$ cat config.mk
export PLATFORM = sky130hd
export DESIGN_NAME = asr_summary
export DESIGN_NICKNAME = d
export VERILOG_FILES = /design/src/include/asr_pkg.sv /design/src/hdl/asr_hold_or.sv /design/src/hdl/asr_acq_cmp.sv /design/src/hdl/asr_summary.sv
export SDC_FILE = /design/constraint.sdc
export NUM_CORES = 1
export LEC_CHECK = 0
export ABC_AREA = 0
export BUFFER_PORTS_ARGS = -buffer_cell sky130_fd_sc_hd__buf_2
export CAP_MARGIN = 20
export CORE_AREA = 5 5 118 120
export CTS_CLUSTER_DIAMETER = 100
export CTS_CLUSTER_SIZE = 40
export DETAILED_ROUTE_END_ITERATION = 10
export DIE_AREA = 0 0 123 125
export MAX_ROUTING_LAYER = met4
export PLACE_DENSITY = 0.76
export SYNTH_ARGS = -nofsm -noshare
export SYNTH_HDL_FRONTEND = slang
export SYNTH_SLANG_ARGS = --single-unit
$ cat constraint.sdc
create_clock -name i_clk -period 5 [get_ports i_clk]
set_clock_uncertainty 0.15 [all_clocks]
set_input_delay 1 -clock i_clk [delete_from_list [all_inputs] [get_ports i_clk]]
set_output_delay 1 -clock i_clk [all_outputs]
set_load 0.05 [all_outputs]
$ cat src/include/asr_pkg.sv
// Overview of operation
// - bit 15 follows scan-done flag level
// - reset alert resets to one, others zero
// - reset alert clears on written zero only
// - mismatch bit sets when spread exceeds threshold
// - mismatch bit clears at next clean acquisition
// - bit 12 ORs cell over alerts
// - bit 11 ORs cell under alerts
// - cell/aux summaries clear at resolved acquisition
// - bit 10 block over, updated per acquisition
// - bit 9 block under, updated per acquisition
// - bit 8 ORs aux over alerts
// - bit 7 ORs aux under alerts
// - packet summary clears with its components
// - CRC error in response bit 31 and in the bit 5 packet summary
// - bit 4 ORs mode-specific interface errors
// - bit 3 ORs calibration alerts
// - bit 2 ORs enabled balancing alerts
// - bits 1/0 OR failure-check registers
package asr_pkg;
    // register offset on the host register port
    localparam logic [7:0] ALERT_STATUS_SUMMARY_OFS = 8'h02;
    localparam logic [15:0] SUMMARY_RST = 16'h4000;
    // summary bit positions
    localparam int BIT_SCAN = 15;
    localparam int BIT_RST = 14;
    localparam int BIT_MSMTCH = 13;
    localparam int BIT_CELL_OV = 12;
    localparam int BIT_CELL_UV = 11;
    localparam int BIT_BLK_OV = 10;
    localparam int BIT_BLK_UV = 9;
    localparam int BIT_AUX_OV = 8;
    localparam int BIT_AUX_UV = 7;
    localparam int BIT_PEC = 5;
    localparam int BIT_INTF = 4;
    localparam int BIT_CAL = 3;
    localparam int BIT_BAL = 2;
    localparam int BIT_FAIL2 = 1;
    localparam int BIT_FAIL1 = 0;
    // interface status register layout
    localparam int IFS_PEC_UP = 15;
    localparam int IFS_PEC_DN = 14;
    localparam logic [15:0] IFS_UART_ERR_MASK = 16'h3E01;
    localparam logic [15:0] IFS_SPI_ERR_MASK = 16'h00F1;
    // widths
    localparam int VOLT_W = 16;
    localparam int AUX_N = 6;
    localparam int CAL_N = 5;
    localparam int BAL_N = 5;
endpackage : asr_pkg

$ cat src/hdl/asr_hold_or.sv
`timescale 1ns/1ps
// summary flag: sets as soon as any source is up, drops only at an
// acquisition strobe that finds every source resolved
module asr_hold_or #(
    parameter int W = 28
) (
    input wire logic i_clk,
    input wire logic i_rst_b,
    input wire logic [W-1:0] i_src,
    input wire logic i_acq,
    output logic o_flag
);
    typedef struct packed {
        logic flag;
    } asr_hold_state_type;

    asr_hold_state_type cur;
    asr_hold_state_type next_cur;

    // set beats the acquisition clear when both land together
    always_comb
    begin
        next_cur = cur;
        next_cur.flag = (|i_src) | (cur.flag & ~i_acq);
    end

    always_ff @(posedge i_clk)
    begin
        if (!i_rst_b)
            cur <= '0;
        else
            cur <= next_cur;
    end

    assign o_flag = cur.flag;
endmodule : asr_hold_or

$ cat src/hdl/asr_acq_cmp.sv
`timescale 1ns/1ps
// compare flag re-evaluated only on its acquisition strobe
module asr_acq_cmp #(
    parameter int W = 16,
    parameter bit OVER = 1'b1
) (
    input wire logic i_clk,
    input wire logic i_rst_b,
    input wire logic [W-1:0] i_value,
    input wire logic [W-1:0] i_limit,
    input wire logic i_acq,
    output logic o_flag
);
    typedef struct packed {
        logic flag;
    } asr_cmp_state_type;

    asr_cmp_state_type cur;
    asr_cmp_state_type next_cur;
    logic hit;

    // strictly above or strictly below, depending on the direction
    always_comb
    begin
        hit = OVER ? (i_value > i_limit) : (i_value < i_limit);
        next_cur = cur;
        if (i_acq)
            next_cur.flag = hit;
    end

    always_ff @(posedge i_clk)
    begin
        if (!i_rst_b)
            cur <= '0;
        else
            cur <= next_cur;
    end

    assign o_flag = cur.flag;
endmodule : asr_acq_cmp

$ cat src/hdl/asr_summary.sv
`timescale 1ns/1ps
// alert status summary register: one 16-bit word of alert summaries
module asr_summary (
    input wire logic i_clk,
    input wire logic i_rst_b,
    // host register port
    input wire logic [7:0] i_reg_addr,
    input wire logic i_reg_wr,
    input wire logic i_reg_rd,
    input wire logic [15:0] i_reg_wdata,
    output logic [15:0] o_reg_rdata,
    output logic o_reg_rvalid,
    // scan control
    input wire logic i_scan_done_flag,
    // cell acquisition
    input wire logic i_cell_acq,
    input wire logic [15:0] i_cell_max,
    input wire logic [15:0] i_cell_min,
    input wire logic [15:0] i_mismatch_threshold,
    input wire logic [14:1] i_cell_adc_over_alerts,
    input wire logic [14:1] i_cell_comparator_over_alerts,
    input wire logic [14:1] i_cell_adc_under_alerts,
    input wire logic [14:1] i_cell_comparator_under_alerts,
    // auxiliary acquisition
    input wire logic i_aux_acq,
    input wire logic [5:0] i_aux_adc_over_alerts,
    input wire logic [5:0] i_aux_comparator_over_alerts,
    input wire logic [5:0] i_aux_adc_under_alerts,
    input wire logic [5:0] i_aux_comparator_under_alerts,
    // block acquisition
    input wire logic i_block_acq,
    input wire logic [15:0] i_block_voltage,
    input wire logic [15:0] i_block_over_threshold,
    input wire logic [15:0] i_block_under_threshold,
    // interface unit
    input wire logic i_interface_select,
    input wire logic [15:0] i_interface_status_reg,
    input wire logic i_serial_crc_error,
    input wire logic i_serial_alert_clear,
    // calibration, balancing, failure checks
    input wire logic [4:0] i_cal_alerts,
    input wire logic [4:0] i_bal_alerts,
    input wire logic [4:0] i_bal_enable,
    input wire logic [15:0] i_failure_check1_reg,
    input wire logic [15:0] i_failure_check2_reg,
    // outputs
    output logic [15:0] o_alert_status_summary,
    output logic o_response_status_bit,
    output logic o_transaction_discard
);
    typedef struct packed {
        logic rst_alert;
        logic scan;
        logic pec;
        logic intf;
        logic cal;
        logic bal;
        logic fail2;
        logic fail1;
        logic crc_flag;
        logic rvalid;
        logic [15:0] rdata;
    } asr_main_state_type;

    asr_main_state_type cur;
    asr_main_state_type next_cur;

    logic wr_hit;
    logic rd_hit;
    logic [15:0] spread;
    logic [15:0] summary;
    logic mismatch_flag;
    logic cell_ov_flag;
    logic cell_uv_flag;
    logic aux_ov_flag;
    logic aux_uv_flag;
    logic blk_ov_flag;
    logic blk_uv_flag;

    assign wr_hit = i_reg_wr && (i_reg_addr == asr_pkg::ALERT_STATUS_SUMMARY_OFS);
    assign rd_hit = i_reg_rd && (i_reg_addr == asr_pkg::ALERT_STATUS_SUMMARY_OFS);

    // spread clamps at zero so a stale max below min cannot wrap high
    assign spread = (i_cell_max > i_cell_min) ? (i_cell_max - i_cell_min) : 16'h0000;

    // mismatch re-judged on each cell acquisition
    asr_acq_cmp #(.W(asr_pkg::VOLT_W), .OVER(1'b1)) u_mismatch (
        .i_clk(i_clk),
        .i_rst_b(i_rst_b),
        .i_value(spread),
        .i_limit(i_mismatch_threshold),
        .i_acq(i_cell_acq),
        .o_flag(mismatch_flag)
    );

    // block limits judged on each block acquisition
    asr_acq_cmp #(.W(asr_pkg::VOLT_W), .OVER(1'b1)) u_blk_ov (
        .i_clk(i_clk),
        .i_rst_b(i_rst_b),
        .i_value(i_block_voltage),
        .i_limit(i_block_over_threshold),
        .i_acq(i_block_acq),
        .o_flag(blk_ov_flag)
    );

    asr_acq_cmp #(.W(asr_pkg::VOLT_W), .OVER(1'b0)) u_blk_uv (
        .i_clk(i_clk),
        .i_rst_b(i_rst_b),
        .i_value(i_block_voltage),
        .i_limit(i_block_under_threshold),
        .i_acq(i_block_acq),
        .o_flag(blk_uv_flag)
    );

    // cell and aux summaries hold until an acquisition finds them clean
    asr_hold_or #(.W(28)) u_cell_ov (
        .i_clk(i_clk),
        .i_rst_b(i_rst_b),
        .i_src({i_cell_adc_over_alerts, i_cell_comparator_over_alerts}),
        .i_acq(i_cell_acq),
        .o_flag(cell_ov_flag)
    );

    asr_hold_or #(.W(28)) u_cell_uv (
        .i_clk(i_clk),
        .i_rst_b(i_rst_b),
        .i_src({i_cell_adc_under_alerts, i_cell_comparator_under_alerts}),
        .i_acq(i_cell_acq),
        .o_flag(cell_uv_flag)
    );

    asr_hold_or #(.W(2 * asr_pkg::AUX_N)) u_aux_ov (
        .i_clk(i_clk),
        .i_rst_b(i_rst_b),
        .i_src({i_aux_adc_over_alerts, i_aux_comparator_over_alerts}),
        .i_acq(i_aux_acq),
        .o_flag(aux_ov_flag)
    );

    asr_hold_or #(.W(2 * asr_pkg::AUX_N)) u_aux_uv (
        .i_clk(i_clk),
        .i_rst_b(i_rst_b),
        .i_src({i_aux_adc_under_alerts, i_aux_comparator_under_alerts}),
        .i_acq(i_aux_acq),
        .o_flag(aux_uv_flag)
    );

    // assemble the word; bit 6 is wired to zero
    always_comb
    begin
        summary = 16'h0000;
        summary[asr_pkg::BIT_SCAN] = cur.scan;
        summary[asr_pkg::BIT_RST] = cur.rst_alert;
        summary[asr_pkg::BIT_MSMTCH] = mismatch_flag;
        summary[asr_pkg::BIT_CELL_OV] = cell_ov_flag;
        summary[asr_pkg::BIT_CELL_UV] = cell_uv_flag;
        summary[asr_pkg::BIT_BLK_OV] = blk_ov_flag;
        summary[asr_pkg::BIT_BLK_UV] = blk_uv_flag;
        summary[asr_pkg::BIT_AUX_OV] = aux_ov_flag;
        summary[asr_pkg::BIT_AUX_UV] = aux_uv_flag;
        summary[asr_pkg::BIT_PEC] = cur.pec;
        summary[asr_pkg::BIT_INTF] = cur.intf;
        summary[asr_pkg::BIT_CAL] = cur.cal;
        summary[asr_pkg::BIT_BAL] = cur.bal;
        summary[asr_pkg::BIT_FAIL2] = cur.fail2;
        summary[asr_pkg::BIT_FAIL1] = cur.fail1;
    end

    // next state; OR summaries are re-registered every clock
    always_comb
    begin
        next_cur = cur;
        next_cur.scan = i_scan_done_flag;
        // only a written zero clears; a written one is ignored
        if (wr_hit && !i_reg_wdata[asr_pkg::BIT_RST])
            next_cur.rst_alert = 1'b0;
        // crc error is held for the response word; set wins over clear
        next_cur.crc_flag = i_serial_crc_error | (cur.crc_flag & ~i_serial_alert_clear);
        next_cur.pec = i_interface_status_reg[asr_pkg::IFS_PEC_UP]
            | i_interface_status_reg[asr_pkg::IFS_PEC_DN]
            | i_serial_crc_error | cur.crc_flag;
        if (i_interface_select)
            next_cur.intf = |(i_interface_status_reg & asr_pkg::IFS_UART_ERR_MASK);
        else
            next_cur.intf = |(i_interface_status_reg & asr_pkg::IFS_SPI_ERR_MASK);
        next_cur.cal = |i_cal_alerts;
        next_cur.bal = |(i_bal_alerts & i_bal_enable);
        next_cur.fail2 = |i_failure_check2_reg;
        next_cur.fail1 = |i_failure_check1_reg;
        next_cur.rvalid = rd_hit;
        if (rd_hit)
            next_cur.rdata = summary;
    end

    // reset is the power-on event: it raises the reset alert
    always_ff @(posedge i_clk)
    begin
        if (!i_rst_b)
        begin
            cur <= '0;
            cur.rst_alert <= asr_pkg::SUMMARY_RST[asr_pkg::BIT_RST];
        end
        else
            cur <= next_cur;
    end

    assign o_alert_status_summary = summary;
    assign o_reg_rdata = cur.rdata;
    assign o_reg_rvalid = cur.rvalid;
    assign o_response_status_bit = cur.crc_flag;
    // a frame that failed its check is dropped by the interface unit
    assign o_transaction_discard = i_serial_crc_error;
endmodule : asr_summary

After elaboration in Yosys (flattened, before gate mapping)
Index checks and enable logic that the tools add are counted.

operators by class
  equality and inequality tests = 1
  bitwise gates (word level) = 17
  $add $sub $neg = 1
  reduce and logical (&&, ||, !) cells = 14
  mux-type cells = 2
  $lt $le $gt $ge = 4

operator list
  cell                                                                    count
  28-bit OR reduction                                                     2
  16-bit greater-than comparator                                          3
  16-bit OR reduction                                                     2
  12-bit OR reduction                                                     2
  16-bit less-than comparator                                             1
  16-bit 2-to-1 mux                                                       1
  16-bit subtractor                                                       1
  5-bit OR reduction                                                      3
  8-bit by 2-bit equality test with 1-bit output (second input constant)  1
  1-bit bitwise OR                                                        8
  6-bit OR reduction                                                      1
  1-bit bitwise AND                                                       5
  5-bit bitwise AND                                                       1
  1-bit logical AND                                                       3
  1-bit NOT                                                               3
  1-bit zero test                                                         1
  1-bit 2-to-1 mux                                                        1

word-level totals
  register bits after elaboration = 32
  input bits = 274

Logic depth before layout (Yosys ltp)
  word-level depth = 3
  gate-level depth with buffers = 16

Hierarchy
Synthesis repeated with hierarchy kept, for this count alone.

second synthesis, totals
  cells, all modules = 477
  area, all modules = 3792.4 um^2

by module, submodules not included
  module                        seq. area each (um^2)  times used  area each (um^2)  cells each
  asr_summary                   500.5                  1           2082.0            264
  asr_acq_cmp at u_blk_ov ...   20.0                   2           449.2             60
  asr_acq_cmp at u_blk_uv       20.0                   1           454.2             55
  asr_hold_or at u_cell_ov ...  20.0                   2           108.9             12
  asr_hold_or at u_aux_ov ...   20.0                   2           70.1              7

Worst setup path before layout
Ideal clock, no wire load.

  path type = input to register
  start point = input i_cell_max[0]
  end point = register u_mismatch.cur (netlist: u_mismatch.o_flag)
  library setup time = 0.074 ns
  setup slack = 0.969 ns
  required time = 4.776 ns
  arrival = 3.807 ns
  buffers on the path = 0
  stages = 15
  cells stage by stage = inv_1 -> ha_1 -> inv_1 -> fa_1 -> a21o_1 -> a221o_1 -> a211oi_4 -> o2111a_1 -> nor4_2 -> ha_1 -> nand4_1 -> nor4_1 -> a21boi_0 -> nor4bb_1 -> o21ai_0

between the ends
  cells in the longest elaborated chain, start to end = 3
  elaborated cells between the ends (all ways) = 4
  classes of those cells = add/sub: 1; order compare: 2; mux: 1

ends and longest elaborated chain
  what                                                                        line               source
  from (decl)                                                                 asr_summary.sv:17  input wire logic [15:0] i_cell_max,
  16-bit subtractor / 16-bit greater-than comparator (equally long branches)  asr_summary.sv:84  assign spread = (i_cell_max > i_cell_min) ? (i_cell_max - i_cell_min) : 16'h0000;
  16-bit 2-to-1 mux (*)                                                       asr_summary.sv:84
  16-bit greater-than comparator (*)                                          asr_acq_cmp.sv:25  hit = OVER ? (i_value > i_limit) : (i_value < i_limit);
  to (signal assigned)                                                        asr_acq_cmp.sv:36  cur <= next_cur;
  to (decl)                                                                   asr_acq_cmp.sv:18  asr_cmp_state_type cur;

Mark *: on every way between the ends. The rest lies on a longest branch, timed or not.
A chain may end at the register's enable or synchronous reset.

Worst setup path in the final report
Ends and elaborated chain as after synthesis.

==> impl_metrics.toml <==
[sta]
clock.fmax_mhz = 234
hold_viol = 0
post-route-period-util_pct = 85.4
tns_ns = 0
maxSlewHeadroom_pct = 27.8
fin_crit_ns = 4.27
hold_ws_ns = 0.318
slew_violations = 0
rsz0062_at_grt = "false"
setup_viol = 0
tightestPinTransition_ns = 1.08

[logic_synthesis]
syn-instance-count = 496
syn-cell-area_sq_um = 3680
yosys_most_used_dff = "dfxtp_1"
synth_seq_cells = 32
synth.avg_cell_area_sq_um = 7.43
yosysSeqAreaShare_pct = 17.4
synthArstFlopShare_pct = 0
ys_types = 60
synth_edf_count = 0
yosysWarnings = 0

[pwr]
power.density_nw_per_um2 = 190
leakagePower_nw = 3.02
ir_drop_mv = 0.138

[final_layout]
regArea_sq_um = 641
num-nets-final = 1107
area_growth_pct = 45.8
n_fill_cell = 1336
layout_common_cells = "buf_2, inv_1, ha_1"
drive_above_1_share_pct = 39.5
multi_input_area_sq_um = 2630
n_antenna_cell = 0
mostFrequentLayoutCell = "buf_2"

[global_routing]
grt_max_degree = 28
grt_pass1_vias = 4352
grtUsageTotal_pct = 17.0
gr-total-overflow = 0
grt_pass1_wl_microns = 20400
antenna_found_initial = 0

[detailed_routing]
vias = 4549
vias_per_cell = 4.81
drt-total-wl_microns = 13900
routedWlPerCell_microns = 14.7
drtPass1Iterations = 4
final_antenna_net_count = 0
drt_iter0_drc = 248
drc = 0

[flow_run]
max_cap_violations = 0

[cts]
cts_root_buf = "clkbuf_16"
clkTransAtPathRegs_ns = 0.05
htreeDepth = 2
holdBufCountCts = 0
post_cts_resize_count = 0
insertion_delay_ns = 0.27
cts_sinks = 32
cts_buffers = 5
cts_tree = "yes"
clockBufferDepth = 2
post-cts-setup-buffers = 0

[run_status]
status = "finished clean"

[worst_setup_path]
end_kind = "flop"
startpoint_type = "primary input"
arrival_ns = 4.32
cp_max_fo = 16
path_class = "in2reg"
critPathRequiredTime_ns = 5.05

[floorplan]
start_util_pct = 28.6
chipWidth_microns = 123
core_area_sq_um = 12900
io_pins = 309
die-area_sq_um = 15400
fp.dieH_microns = 125
rows = 42

[hold_path]
holdCritPathClass = "reg2reg"

[placed_design]
io_buffer_count = 287
hpwl_microns = 12300
place.gp.congestion = 0.868
## sequential cells by signal, summed over array words and instances (netlist names)
| signal | cells |
|---|---|
| o_reg_rdata | 15 |
| o_alert_status_summary | 8 |
| o_reg_rvalid | 1 |
| o_response_status_bit | 1 |
| u_aux_ov.o_flag | 1 |
| u_aux_uv.o_flag | 1 |
| u_blk_ov.o_flag | 1 |
| u_blk_uv.o_flag | 1 |
| u_cell_ov.o_flag | 1 |
| u_cell_uv.o_flag | 1 |
| u_mismatch.o_flag | 1 |
## power breakdown
part | internal (mW) | switching [mW] | total, mW | leakage [nW]
clock network | 0.234 | 0.114 | 0.347 | 0.0798
logic | 0.184 | 0.220 | 0.404 | 2.68
registers | 0.263 | 0.00607 | 0.269 | 0.263
## synthesized netlist by cell type, types with 4 or more instances
cell type   n  area (sq um)
a21o_1      6          45.0
a21oi_1    41           205
a41oi_1     5          43.8
buf_2       6          30.0
buf_4      11          82.6
clkbuf_1    4          15.0
dfxtp_1    32           641
ha_1       63           788
inv_1      70           263
mux2i_1    14           140
nand2_1    30           113
nand2b_1    5          31.3
nand3_1    13          65.1
nand4_1    12          75.1
nor2_1     50           188
nor2b_1     4          25.0
nor3_1      7          35.0
nor4_1     36           225
o21ai_0    22           110
xnor2_1     5          43.8
## routing by layer
| metal | routed length [microns] | vias to the layer above | global-route usage (%) |
|---|---|---|---|
| li1 | - | 2325 | - |
| met1 | 5630 | 2024 | 19.9 |
| met2 | 7040 | 190 | 31.5 |
| met4 | 91 | 0 | 1.82 |
| met5 | 0 | - | - |
| met3 | 1170 | 10 | 2.53 |
## worst paths after layout
path	slack (ns)	end	from	cells after the start
setup reg to reg	4.04	u_cell_uv.o_flag$_SDFF_PN0_	u_cell_uv.o_flag$_SDFF_PN0_	4
hold reg to reg	0.32	o_alert_status_summary[14]$_SDFFE_PN1P_	o_alert_status_summary[14]$_SDFFE_PN1P_	2
hold / removal	0.32	o_alert_status_summary[14]$_SDFFE_PN1P_	o_alert_status_summary[14]$_SDFFE_PN1P_	2
setup / recovery	0.73	u_mismatch.o_flag$_SDFFE_PN0P_	i_cell_max[0]	16
## worst max-delay path: stages
cell      delay (ns)
buf_2           0.10
inv_1           0.06
ha_1            0.16
inv_1           0.05
fa_1            0.42
nand3_1         0.12
nand2_1         0.10
a221oi_1        0.47
a21bo_2         0.42
nor4_1          0.11
ha_1            0.31
nand4_1         0.16
nor4_1          0.35
a21boi_0        0.25
nor4bb_1        0.08
o21ai_0         0.15
## cell families after synthesis
logic type,synth area share [%]
mux,4.11
simple gates,25.5
buf+inv,11.3
compound gates,17.9
flops,17.4
fa+ha+maj,21.9
other cells,0.102
xor+xnor,1.66
## layout make-up
class	count	area share, %
well taps	176	4.10
clock buffers	5	2.33
repair buffers	288	26.9
inverters	71	4.96
flip-flops and latches	32	11.9
multi-input cells	371	49.0
clock inverters	3	0.792
## metrics by stage
step | power, mW | cell area [sq um] | setup slack [ns] | std cells | utilization [%]
floorplan | 0.524 | 3690 | 0.969 | 497 | -
global placement | 0.669 | 5200 | 0.547 | 938 | 40.4
detailed placement | 0.677 | 5200 | 0.463 | 938 | 40.4
CTS | 1.03 | 5370 | 0.723 | 946 | 41.7
global route | 1.09 | 5370 | 0.332 | 946 | 41.7
finish | 1.02 | 5370 | 0.729 | 946 | 41.7
Power figures use the tool's default switching activity.
